==> config.mk <==
export PLATFORM = sky130hd
export DESIGN_NAME = cas_regulator
export DESIGN_NICKNAME = d
export VERILOG_FILES = /design/src/shared/cas_pkg.sv /design/src/shared/cas_pwm_if.sv /design/src/verilog/cas_ffamp.sv /design/src/verilog/cas_pwmgen.sv /design/src/verilog/cas_regulator.sv
export VERILOG_INCLUDE_DIRS = /design/src /design/src/shared
export SDC_FILE = /design/constraint.sdc
export NUM_CORES = 1
export LEC_CHECK = 0
export BUFFER_PORTS_ARGS = -buffer_cell sky130_fd_sc_hd__buf_4
export CORE_MARGIN = 3
export CORE_UTILIZATION = 40
export DETAILED_ROUTE_END_ITERATION = 8
export MAX_ROUTING_LAYER = met4
export PLACE_DENSITY = 0.62
export SLEW_MARGIN = 10
export SYNTH_ARGS = -nofsm -noshare
export SYNTH_HDL_FRONTEND = slang
export SYNTH_HIERARCHICAL = 1
export SYNTH_SLANG_ARGS = --single-unit
export TNS_END_PERCENT = 1
==> constraint.sdc <==
create_clock -name clk -period 32.1 [get_ports clk]
set_input_delay 3.21 -clock clk [delete_from_list [all_inputs] [get_ports clk]]
set_output_delay 3.21 -clock clk [all_outputs]
set_load 0.05 [all_outputs]
==> src/shared/cas_defs.svh <==
`ifndef CAS_DEFS_SVH
`define CAS_DEFS_SVH

// Register indices; byte address is four times the index
`define CAS_IDX_THRS        8'h3b
`define CAS_IDX_CTRL        8'h3c
`define CAS_IDX_SCALE       8'h3d
`define CAS_IDX_AUTO        8'h3e

// Control register field positions
`define CAS_CTRL_OFS_LSB    0
`define CAS_CTRL_GRAD_LSB   8
`define CAS_CTRL_AUTOSCALE  18
`define CAS_CTRL_AUTOGRAD   19
`define CAS_CTRL_CHOP_EN    20

// Status field positions
`define CAS_SCALE_AUTO_LSB  16
`define CAS_GRAD_AUTO_LSB   16

// Reset values
`define CAS_CTRL_RESET      32'h0000_0000
`define CAS_THRS_RESET      8'h10
`define CAS_LEARN_RESET     8'h00

// Amplitude and timing figures
`define CAS_AMP_MAX         8'hff
`define CAS_CS_FULL         5'h1f
`define CAS_SCALE_LIM       9'h0ff
`define CAS_PWM_PERIOD      512
`define CAS_STEPS_PER_GRAD  3'h7

`endif

==> src/shared/cas_pkg.sv <==
package cas_pkg;

    typedef logic [7:0]        cas_amp_t;
    typedef logic signed [8:0] cas_scale_t;

    // Regulator operating mode
    typedef enum logic [1:0] {
        CAS_MODE_FF,
        CAS_MODE_HOLD,
        CAS_MODE_RUN
    } cas_mode_t;

endpackage : cas_pkg

==> src/shared/cas_pwm_if.sv <==
`timescale 1ns/1ps
interface cas_pwm_if;
    import cas_pkg::*;

    cas_amp_t   amplitude; // Regulated amplitude 0..255
    logic       enable;    // Silent chopper running
    logic       tick;      // One pulse per chopper period
    logic       pwm;       // Chopper output level
    logic [9:0] sum;       // Duty cycle sum, 10-bit

    modport ctrl (output amplitude, output enable,
                  input tick, input pwm, input sum);
    modport gen  (input amplitude, input enable,
                  output tick, output pwm, output sum);
endinterface : cas_pwm_if

==> src/verilog/cas_ffamp.sv <==
`timescale 1ns/1ps
`include "cas_defs.svh"
module cas_ffamp (
    input  wire logic            clk,         // System clock
    input  wire logic            rst_n,       // Async reset, active low
    input  wire logic            ce,          // Clock enable
    input  wire cas_pkg::cas_amp_t ofs,       // Offset operand
    input  wire logic [7:0]      grad,        // Gradient operand
    input  wire logic [4:0]      cs_actual,   // Actual current scale
    input  wire logic [19:0]     step_period, // Step period, 0 = stopped
    output cas_pkg::cas_amp_t    base         // Registered amplitude
);
    import cas_pkg::*;

    logic [13:0] ofs_prod;
    logic [19:0] grad_term;
    logic [20:0] total;

    // Offset scaled by (cs+1)/32 plus gradient*256/step period
    always_comb
    begin
        ofs_prod  = ofs * ({1'b0, cs_actual} + 6'h01);
        grad_term = (step_period == 20'h0_0000) ? 20'h0_0000
                  : {4'h0, grad, 8'h00} / step_period;
        total     = {12'h000, ofs_prod[12:5]} + {1'b0, grad_term};
    end

    // Limited to 0..255 as the amplitude cannot exceed full duty
    always_ff @(posedge clk or negedge rst_n)
        if (!rst_n)
            base <= 8'h00;
        else if (ce)
            base <= (total > 21'h0000ff) ? `CAS_AMP_MAX : total[7:0];
endmodule : cas_ffamp

==> src/verilog/cas_pwmgen.sv <==
`timescale 1ns/1ps
`include "cas_defs.svh"
module cas_pwmgen #(
    parameter int PERIOD = `CAS_PWM_PERIOD // Clocks per chopper period
) (
    input  wire logic clk,   // System clock
    input  wire logic rst_n, // Async reset, active low
    input  wire logic ce,    // Clock enable
    cas_pwm_if.gen    pif    // Amplitude in, chopper out
);
    import cas_pkg::*;

    logic [15:0] cnt;
    logic        wrap;

    assign wrap = (cnt == 16'(PERIOD - 1));

    // Free-running period counter, tick marks the period start
    always_ff @(posedge clk or negedge rst_n)
        if (!rst_n)
        begin
            cnt      <= 16'h0000;
            pif.tick <= 1'b0;
        end
        else if (ce)
        begin
            cnt      <= wrap ? 16'h0000 : cnt + 16'h0001;
            pif.tick <= wrap;
        end

    // Duty compare scaled so any period length is high for amplitude/256 of it, rounded up to whole clocks
    always_ff @(posedge clk or negedge rst_n)
        if (!rst_n)
        begin
            pif.pwm <= 1'b0;
            pif.sum <= 10'h000;
        end
        else if (ce)
        begin
            pif.pwm <= pif.enable &&
                ({8'h00, cnt} * 24'h000100) <
                ({16'h0000, pif.amplitude} * 24'(PERIOD));
            pif.sum <= {pif.amplitude, 2'b00};
        end
endmodule : cas_pwmgen

==> src/verilog/cas_regulator.sv <==
`timescale 1ns/1ps
`include "cas_defs.svh"
module cas_regulator #(
    parameter int PWM_PERIOD = `CAS_PWM_PERIOD // Chopper period clocks
) (
    input  wire logic        clk,         // System clock, 25 MHz
    input  wire logic        rst_n,       // Async reset, active low
    input  wire logic        ce,          // Clock enable, freezes state
    input  wire logic        wb_cyc_i,    // Wishbone cycle
    input  wire logic        wb_stb_i,    // Wishbone strobe
    input  wire logic        wb_we_i,     // Wishbone write enable
    input  wire logic [11:0] wb_adr_i,    // Wishbone byte address
    input  wire logic [3:0]  wb_sel_i,    // Wishbone byte selects
    input  wire logic [31:0] wb_dat_i,    // Wishbone write data
    output logic      [31:0] wb_dat_o,    // Wishbone read data
    output logic             wb_ack_o,    // Wishbone acknowledge
    input  wire logic [4:0]  cs_actual,   // Actual current scale
    input  wire logic [19:0] step_period, // Step period, 0 = stopped
    input  wire logic        standstill,  // Motor at standstill
    input  wire logic        full_step,   // Pulse per full step
    input  wire logic [7:0]  coil_meas,   // Measured coil current
    output logic             pwm_out,     // Chopper drive to bridges
    output logic             silent_en    // Silent chopper enabled
);
    import cas_pkg::*;

    logic [31:0]     ctrl;
    cas_amp_t        lower_thr;
    cas_amp_t        user_amplitude_offset;
    logic [7:0]      user_gradient;
    logic            autoscale;
    logic            autograd;
    logic            autoscale_q;
    cas_mode_t       mode;
    cas_mode_t       next_mode;
    cas_scale_t      scale_auto;
    cas_amp_t        learned_offset;
    logic [7:0]      learned_gradient;
    logic [2:0]      step_cnt;
    cas_amp_t        base;
    cas_amp_t        ff_ofs;
    logic [7:0]      ff_grad;
    logic signed [10:0] raw_amp;
    cas_amp_t        clip_amp;
    cas_amp_t        next_amp;
    cas_amp_t        amp;
    logic [7:0]      target;
    logic            req;
    logic            wr;
    logic [7:0]      idx;

    cas_pwm_if pif ();

    assign user_amplitude_offset = ctrl[`CAS_CTRL_OFS_LSB +: 8];
    assign user_gradient         = ctrl[`CAS_CTRL_GRAD_LSB +: 8];
    assign autoscale             = ctrl[`CAS_CTRL_AUTOSCALE];
    assign autograd              = ctrl[`CAS_CTRL_AUTOGRAD];
    assign silent_en             = ctrl[`CAS_CTRL_CHOP_EN];

    // Bus decode; a write lands on the edge where ack is high
    assign req = wb_cyc_i && wb_stb_i;
    assign idx = wb_adr_i[9:2];
    assign wr  = req && wb_we_i && wb_ack_o && (wb_adr_i[11:10] == 2'b00);

    // Single-wait acknowledge, dropped the cycle after it is given
    always_ff @(posedge clk or negedge rst_n)
        if (!rst_n)
            wb_ack_o <= 1'b0;
        else if (ce)
            wb_ack_o <= req && !wb_ack_o;

    // Control register written byte-lane by byte-lane
    for (genvar b = 0; b < 4; b++)
    begin : g_ctrl_lane
        always_ff @(posedge clk or negedge rst_n)
            if (!rst_n)
                ctrl[8*b +: 8] <= 8'(`CAS_CTRL_RESET >> (8*b));
            else if (ce && wr && idx == `CAS_IDX_CTRL && wb_sel_i[b])
                ctrl[8*b +: 8] <= wb_dat_i[8*b +: 8];
    end

    // Lower regulation threshold, used only with a zero offset
    always_ff @(posedge clk or negedge rst_n)
        if (!rst_n)
            lower_thr <= `CAS_THRS_RESET;
        else if (ce && wr && idx == `CAS_IDX_THRS && wb_sel_i[0])
            lower_thr <= wb_dat_i[7:0];

    // Read data; status words ignore writes, unused bits are zero
    always_ff @(posedge clk or negedge rst_n)
        if (!rst_n)
            wb_dat_o <= 32'h0000_0000;
        else if (ce && req && !wb_ack_o)
        begin
            if (wb_adr_i[11:10] != 2'b00)
                wb_dat_o <= 32'h0000_0000;
            else
                unique case (idx)
                    `CAS_IDX_THRS:  wb_dat_o <= {24'h00_0000, lower_thr};
                    `CAS_IDX_CTRL:  wb_dat_o <= ctrl;
                    `CAS_IDX_SCALE: wb_dat_o <= {7'h00, scale_auto,
                                                 6'h00, pif.sum};
                    `CAS_IDX_AUTO:  wb_dat_o <= {8'h00, learned_gradient,
                                                 8'h00, learned_offset};
                    default:        wb_dat_o <= 32'h0000_0000;
                endcase
        end

    // Mode follows autoscale and motion state
    always_comb
    begin
        if (!autoscale)
            next_mode = CAS_MODE_FF;
        else if (standstill)
            next_mode = CAS_MODE_HOLD;
        else
            next_mode = CAS_MODE_RUN;
    end

    always_ff @(posedge clk or negedge rst_n)
        if (!rst_n)
        begin
            mode        <= CAS_MODE_FF;
            autoscale_q <= 1'b0;
        end
        else if (ce)
        begin
            mode        <= next_mode;
            autoscale_q <= autoscale;
        end

    // Target current from the actual scale; full scale is 31
    assign target = {cs_actual, 3'b111};

    // Closed-loop scale integrates the current error once per period
    always_ff @(posedge clk or negedge rst_n)
        if (!rst_n)
            scale_auto <= 9'sh000;
        else if (ce)
        begin
            if (!autoscale)
                scale_auto <= 9'sh000;
            else if (pif.tick && target > coil_meas
                     && scale_auto != $signed(`CAS_SCALE_LIM))
                scale_auto <= scale_auto + 9'sh001;
            else if (pif.tick && target < coil_meas
                     && scale_auto != -$signed(`CAS_SCALE_LIM))
                scale_auto <= scale_auto - 9'sh001;
        end

    // Learned offset: seeded at enable, tuned in standstill
    always_ff @(posedge clk or negedge rst_n)
        if (!rst_n)
            learned_offset <= `CAS_LEARN_RESET;
        else if (ce)
        begin
            if (autoscale && !autoscale_q)
                learned_offset <= user_amplitude_offset;
            else if (mode == CAS_MODE_HOLD && pif.tick)
            begin
                if (scale_auto > 9'sh000 && learned_offset != `CAS_AMP_MAX)
                    learned_offset <= learned_offset + 8'h01;
                else if (scale_auto < 9'sh000 && learned_offset != 8'h00)
                    learned_offset <= learned_offset - 8'h01;
            end
        end

    // Full-step count paces gradient adaptation
    always_ff @(posedge clk or negedge rst_n)
        if (!rst_n)
            step_cnt <= 3'h0;
        else if (ce)
        begin
            if (mode != CAS_MODE_RUN || !autograd)
                step_cnt <= 3'h0;
            else if (full_step)
                step_cnt <= step_cnt + 3'h1;
        end

    // Gradient copies the user value or moves by one per 8 steps
    always_ff @(posedge clk or negedge rst_n)
        if (!rst_n)
            learned_gradient <= `CAS_LEARN_RESET;
        else if (ce)
        begin
            if (!autograd)
                learned_gradient <= user_gradient;
            else if (mode == CAS_MODE_RUN && full_step
                     && step_cnt == `CAS_STEPS_PER_GRAD)
            begin
                if (scale_auto > 9'sh000 && learned_gradient != 8'hff)
                    learned_gradient <= learned_gradient + 8'h01;
                else if (scale_auto < 9'sh000 && learned_gradient != 8'h00)
                    learned_gradient <= learned_gradient - 8'h01;
            end
        end

    // Feed-forward operands: user values, or learned ones when tuning
    assign ff_ofs  = autoscale ? learned_offset : user_amplitude_offset;
    assign ff_grad = autoscale ? learned_gradient : user_gradient;

    cas_ffamp u_ffamp (
        .clk         (clk),
        .rst_n       (rst_n),
        .ce          (ce),
        .ofs         (ff_ofs),
        .grad        (ff_grad),
        .cs_actual   (cs_actual),
        .step_period (step_period),
        .base        (base)
    );

    // Amplitude select; the floor protects regulation at zero offset,
    // at the price of never powering down below it
    always_comb
    begin
        raw_amp  = $signed({3'b000, base}) + 11'(scale_auto);
        if (raw_amp < 11'sh000)
            clip_amp = 8'h00;
        else if (raw_amp > 11'sh0ff)
            clip_amp = `CAS_AMP_MAX;
        else
            clip_amp = raw_amp[7:0];
        if (!autoscale)
            next_amp = base;
        else if (user_amplitude_offset == 8'h00 && clip_amp < lower_thr)
            next_amp = lower_thr;
        else
            next_amp = clip_amp;
    end

    always_ff @(posedge clk or negedge rst_n)
        if (!rst_n)
            amp <= 8'h00;
        else if (ce)
            amp <= next_amp;

    assign pif.amplitude = amp;
    assign pif.enable    = silent_en;
    assign pwm_out       = pif.pwm;

    cas_pwmgen #(
        .PERIOD (PWM_PERIOD)
    ) u_pwmgen (
        .clk   (clk),
        .rst_n (rst_n),
        .ce    (ce),
        .pif   (pif)
    );
endmodule : cas_regulator
==> reports/qor.yml <==
clockRootBuffer: "clkbuf_16"
synth_fa_ha_area_share_pct: 18.8
cts_inserted_buffers: 17
path_class: "input port to register"
synthArstFlopShare_pct: 100
drive_gt1_share_pct: 38.8
drc: 0
synth_edf_count: 0
area_delta_synth_final_pct: 48.6
clock-sinks: 146
die_x_um: 239
synth_cell_types: 101
num_antenna_cells: 0
vdd_drop_max_mv: 0.0258
fin_skew_ns: 0.00870
power_mw: 0.545
synth-xor-area-share_pct: 7.06
cap_violations: 0
ys_seq_elements: 146
relSlewSlack_pct: 22.1
clk_pin_slew_ns: 0.06
finalSetupTns_ns: -30.96
antenna_found_initial: 0
htreeDepth: 4
crit_required_ns: 32.42
p_leak_nw: 16.1
tightest_slew_ns: 1.16
core-area_um2: 53100
critical-path-top-delay-family: "compound AO/OA/AOI/OAI gates"
drv_slew: 0
worstHoldPathType: "register to register"
numPortBuffers: 121
synthCells: 2733
cpMostUsedCell: "buf_4"
crit_buf_inv: 38
final_util_pct: 60.8
place_inst: 4227
final.min_clock_period_ns: 35.99
grt_use_total_pct: 30.2
drt_iter0_markers: 1631
setup_viol: 8
grt_overflow: 0
dr.pass1.iters: 6
ant_nets: 0
status: "finished with violations"
synthMuxAreaShare_pct: 6.43
insertion_delay_ns: 0.43
hold_viol_final: 0
dp_hpwl_mm: 67.9
wl_per_cell_um: 19.6
finalCritPeriodShare_pct: 112
violations: "negative setup slack"
arrival_ns: 36.31
routed_wl_mm: 85.5
crit_path_max_incr_delay_ns: 0.44
synth_compound_area_share_pct: 26.1
num_rows: 84
end_kind: "register"
vias: 24800
syn_area_per_cell_um2: 7.94
ys_seq_area_share_pct: 16.8
layout_common_cells: "buf_4, nand2_1, ha_1, nor2_1, a21oi_1"
ys.flop_type: "dfrtp_1"
layout_commonest_cell: "buf_4"
setup_ws_ns: -3.89
globalplace.congestion: 1.00
p_per_area_nw_per_um2: 16.9
yosys.area_share.simple_pct: 20.3
netlist_area_um2: 21700
path_max_fanout: 8
yosys_warnings: 6
grt_pass1_wl_mm: 134
cts_tree: "done"
die_h_um: 239
grt_setup_unrepaired: "yes"
grt_max_degree: 100
clock_path_buffers: 2
vias_per_cell: 5.68
synth_top_family_by_area: "compound AO/OA/AOI/OAI gates"
initial_utilization_pct: 40.9
fmax_mhz: 27.8
io_pins: 124
dieArea_um2: 57100
grt_pass1_vias: 25300
worstSetupStartpointType: "input port"
slowest_stage: "a2111o_1"
layout.cells.non_filler: 4372
fin_hold_ws_ns: 0.474
nets: 4069
-- stage by stage --
step                cell area (um^2)  worst slack (ns)
floorplan                      22900             -2.86
global placement               29900             -4.83
detailed placement             29900             -5.27
CTS                            31900             -3.24
global route                   32300             -5.33
finish                         32300             -3.89
-- what timing repair did --
action,in CTS,in global routing
cloned,2,1
setup endpoints to repair,8,8
pin swaps,120,70
buffers inserted,92,19
hold buffers,0,0
resized for setup,127,55
-- state kept, by name, summed over array words and instances, names as in the netlist --
name	cells
u_ffamp/base	8
u_pwmgen/pif.pwm	1
silent_en	1
ctrl	13
u_pwmgen/pif.sum	8
learned_gradient	8
autoscale	1
autograd	1
u_pwmgen/pif.tick	1
u_pwmgen/cnt	16
user_amplitude_offset	8
scale_auto	9
wb_dat_o	32
mode	2
lower_thr	8
autoscale_q	1
amp	8
user_gradient	8
learned_offset	8
step_cnt	3
wb_ack_o	1
-- layout make-up --
type,count,area (um^2)
multi-input cells,2353,19000
flip-flops and latches,146,3650
clock buffers,18,429
repair buffers,997,7540
clock inverters,13,138
fillers,4647,20800
well taps,688,861
inverters,157,606
-- path summary, 6_finish.rpt --
check | startpoint | end | slack [ns] | cells after the start
worst max-delay path | step_period[17] | u_ffamp/base[0]$_DFFE_PN0P_ | -3.89 | 177
worst min-delay path | wb_dat_o[1]$_DFFE_PN0P_ | wb_dat_o[1]$_DFFE_PN0P_ | 0.47 | 1
worst max register to register | learned_gradient[7]$_DFFE_PN0P_ | u_ffamp/base[0]$_DFFE_PN0P_ | 0.92 | 165
worst min register to register | wb_dat_o[1]$_DFFE_PN0P_ | wb_dat_o[1]$_DFFE_PN0P_ | 0.47 | 1
max in group asynchronous | rst_n | user_amplitude_offset[5]$_DFFE_PN0P_ | 28.03 | 2
min in group asynchronous | rst_n | ctrl[27]$_DFFE_PN0P_ | 2.90 | 1
-- cell usage after synthesis (all sizes together) (53+ instances only) --
cell type,number,area (um^2)
a21o,83,623
a21oi,210,1060
clkbuf,54,203
dfrtp,145,3630
ha,279,3490
inv,156,586
mux2,83,935
nand2,233,882
nand3,53,278
nor2,226,853
nor3,90,494
o21a,63,473
o21ai,186,965
xnor2,118,1030
xor2,57,499
-- report_power, final --
| part | switching, mW | leakage, nW | total, mW | internal (mW) |
|---|---|---|---|---|
| clock | 0.0790 | 0.272 | 0.193 | 0.114 |
| sequential | 0.00954 | 1.93 | 0.201 | 0.191 |
| combinational | 0.0824 | 13.9 | 0.151 | 0.0690 |
| total | 0.171 | 16.1 | 0.545 | 0.374 |
-- per-layer routing --
metal  GRT usage, %  wire length, um  vias to the layer above
met3           2.27             3880                      173
met2           51.2            40700                      730
met4           11.6             3470                        0
met1           37.6            37400                    12000
li1               -                -                    12000
met5              -                0                        -
-- cells by family after synthesis --
kind of cell / Yosys count
DFF: 146
other: 2
adders and majority gates: 308
muxes: 129
AOI/OAI and AO/OA: 845
xor gates and xnor gates: 175
buffers and inverters: 240
and+or+nand+nor: 888
(Power assumes the default switching activity.)
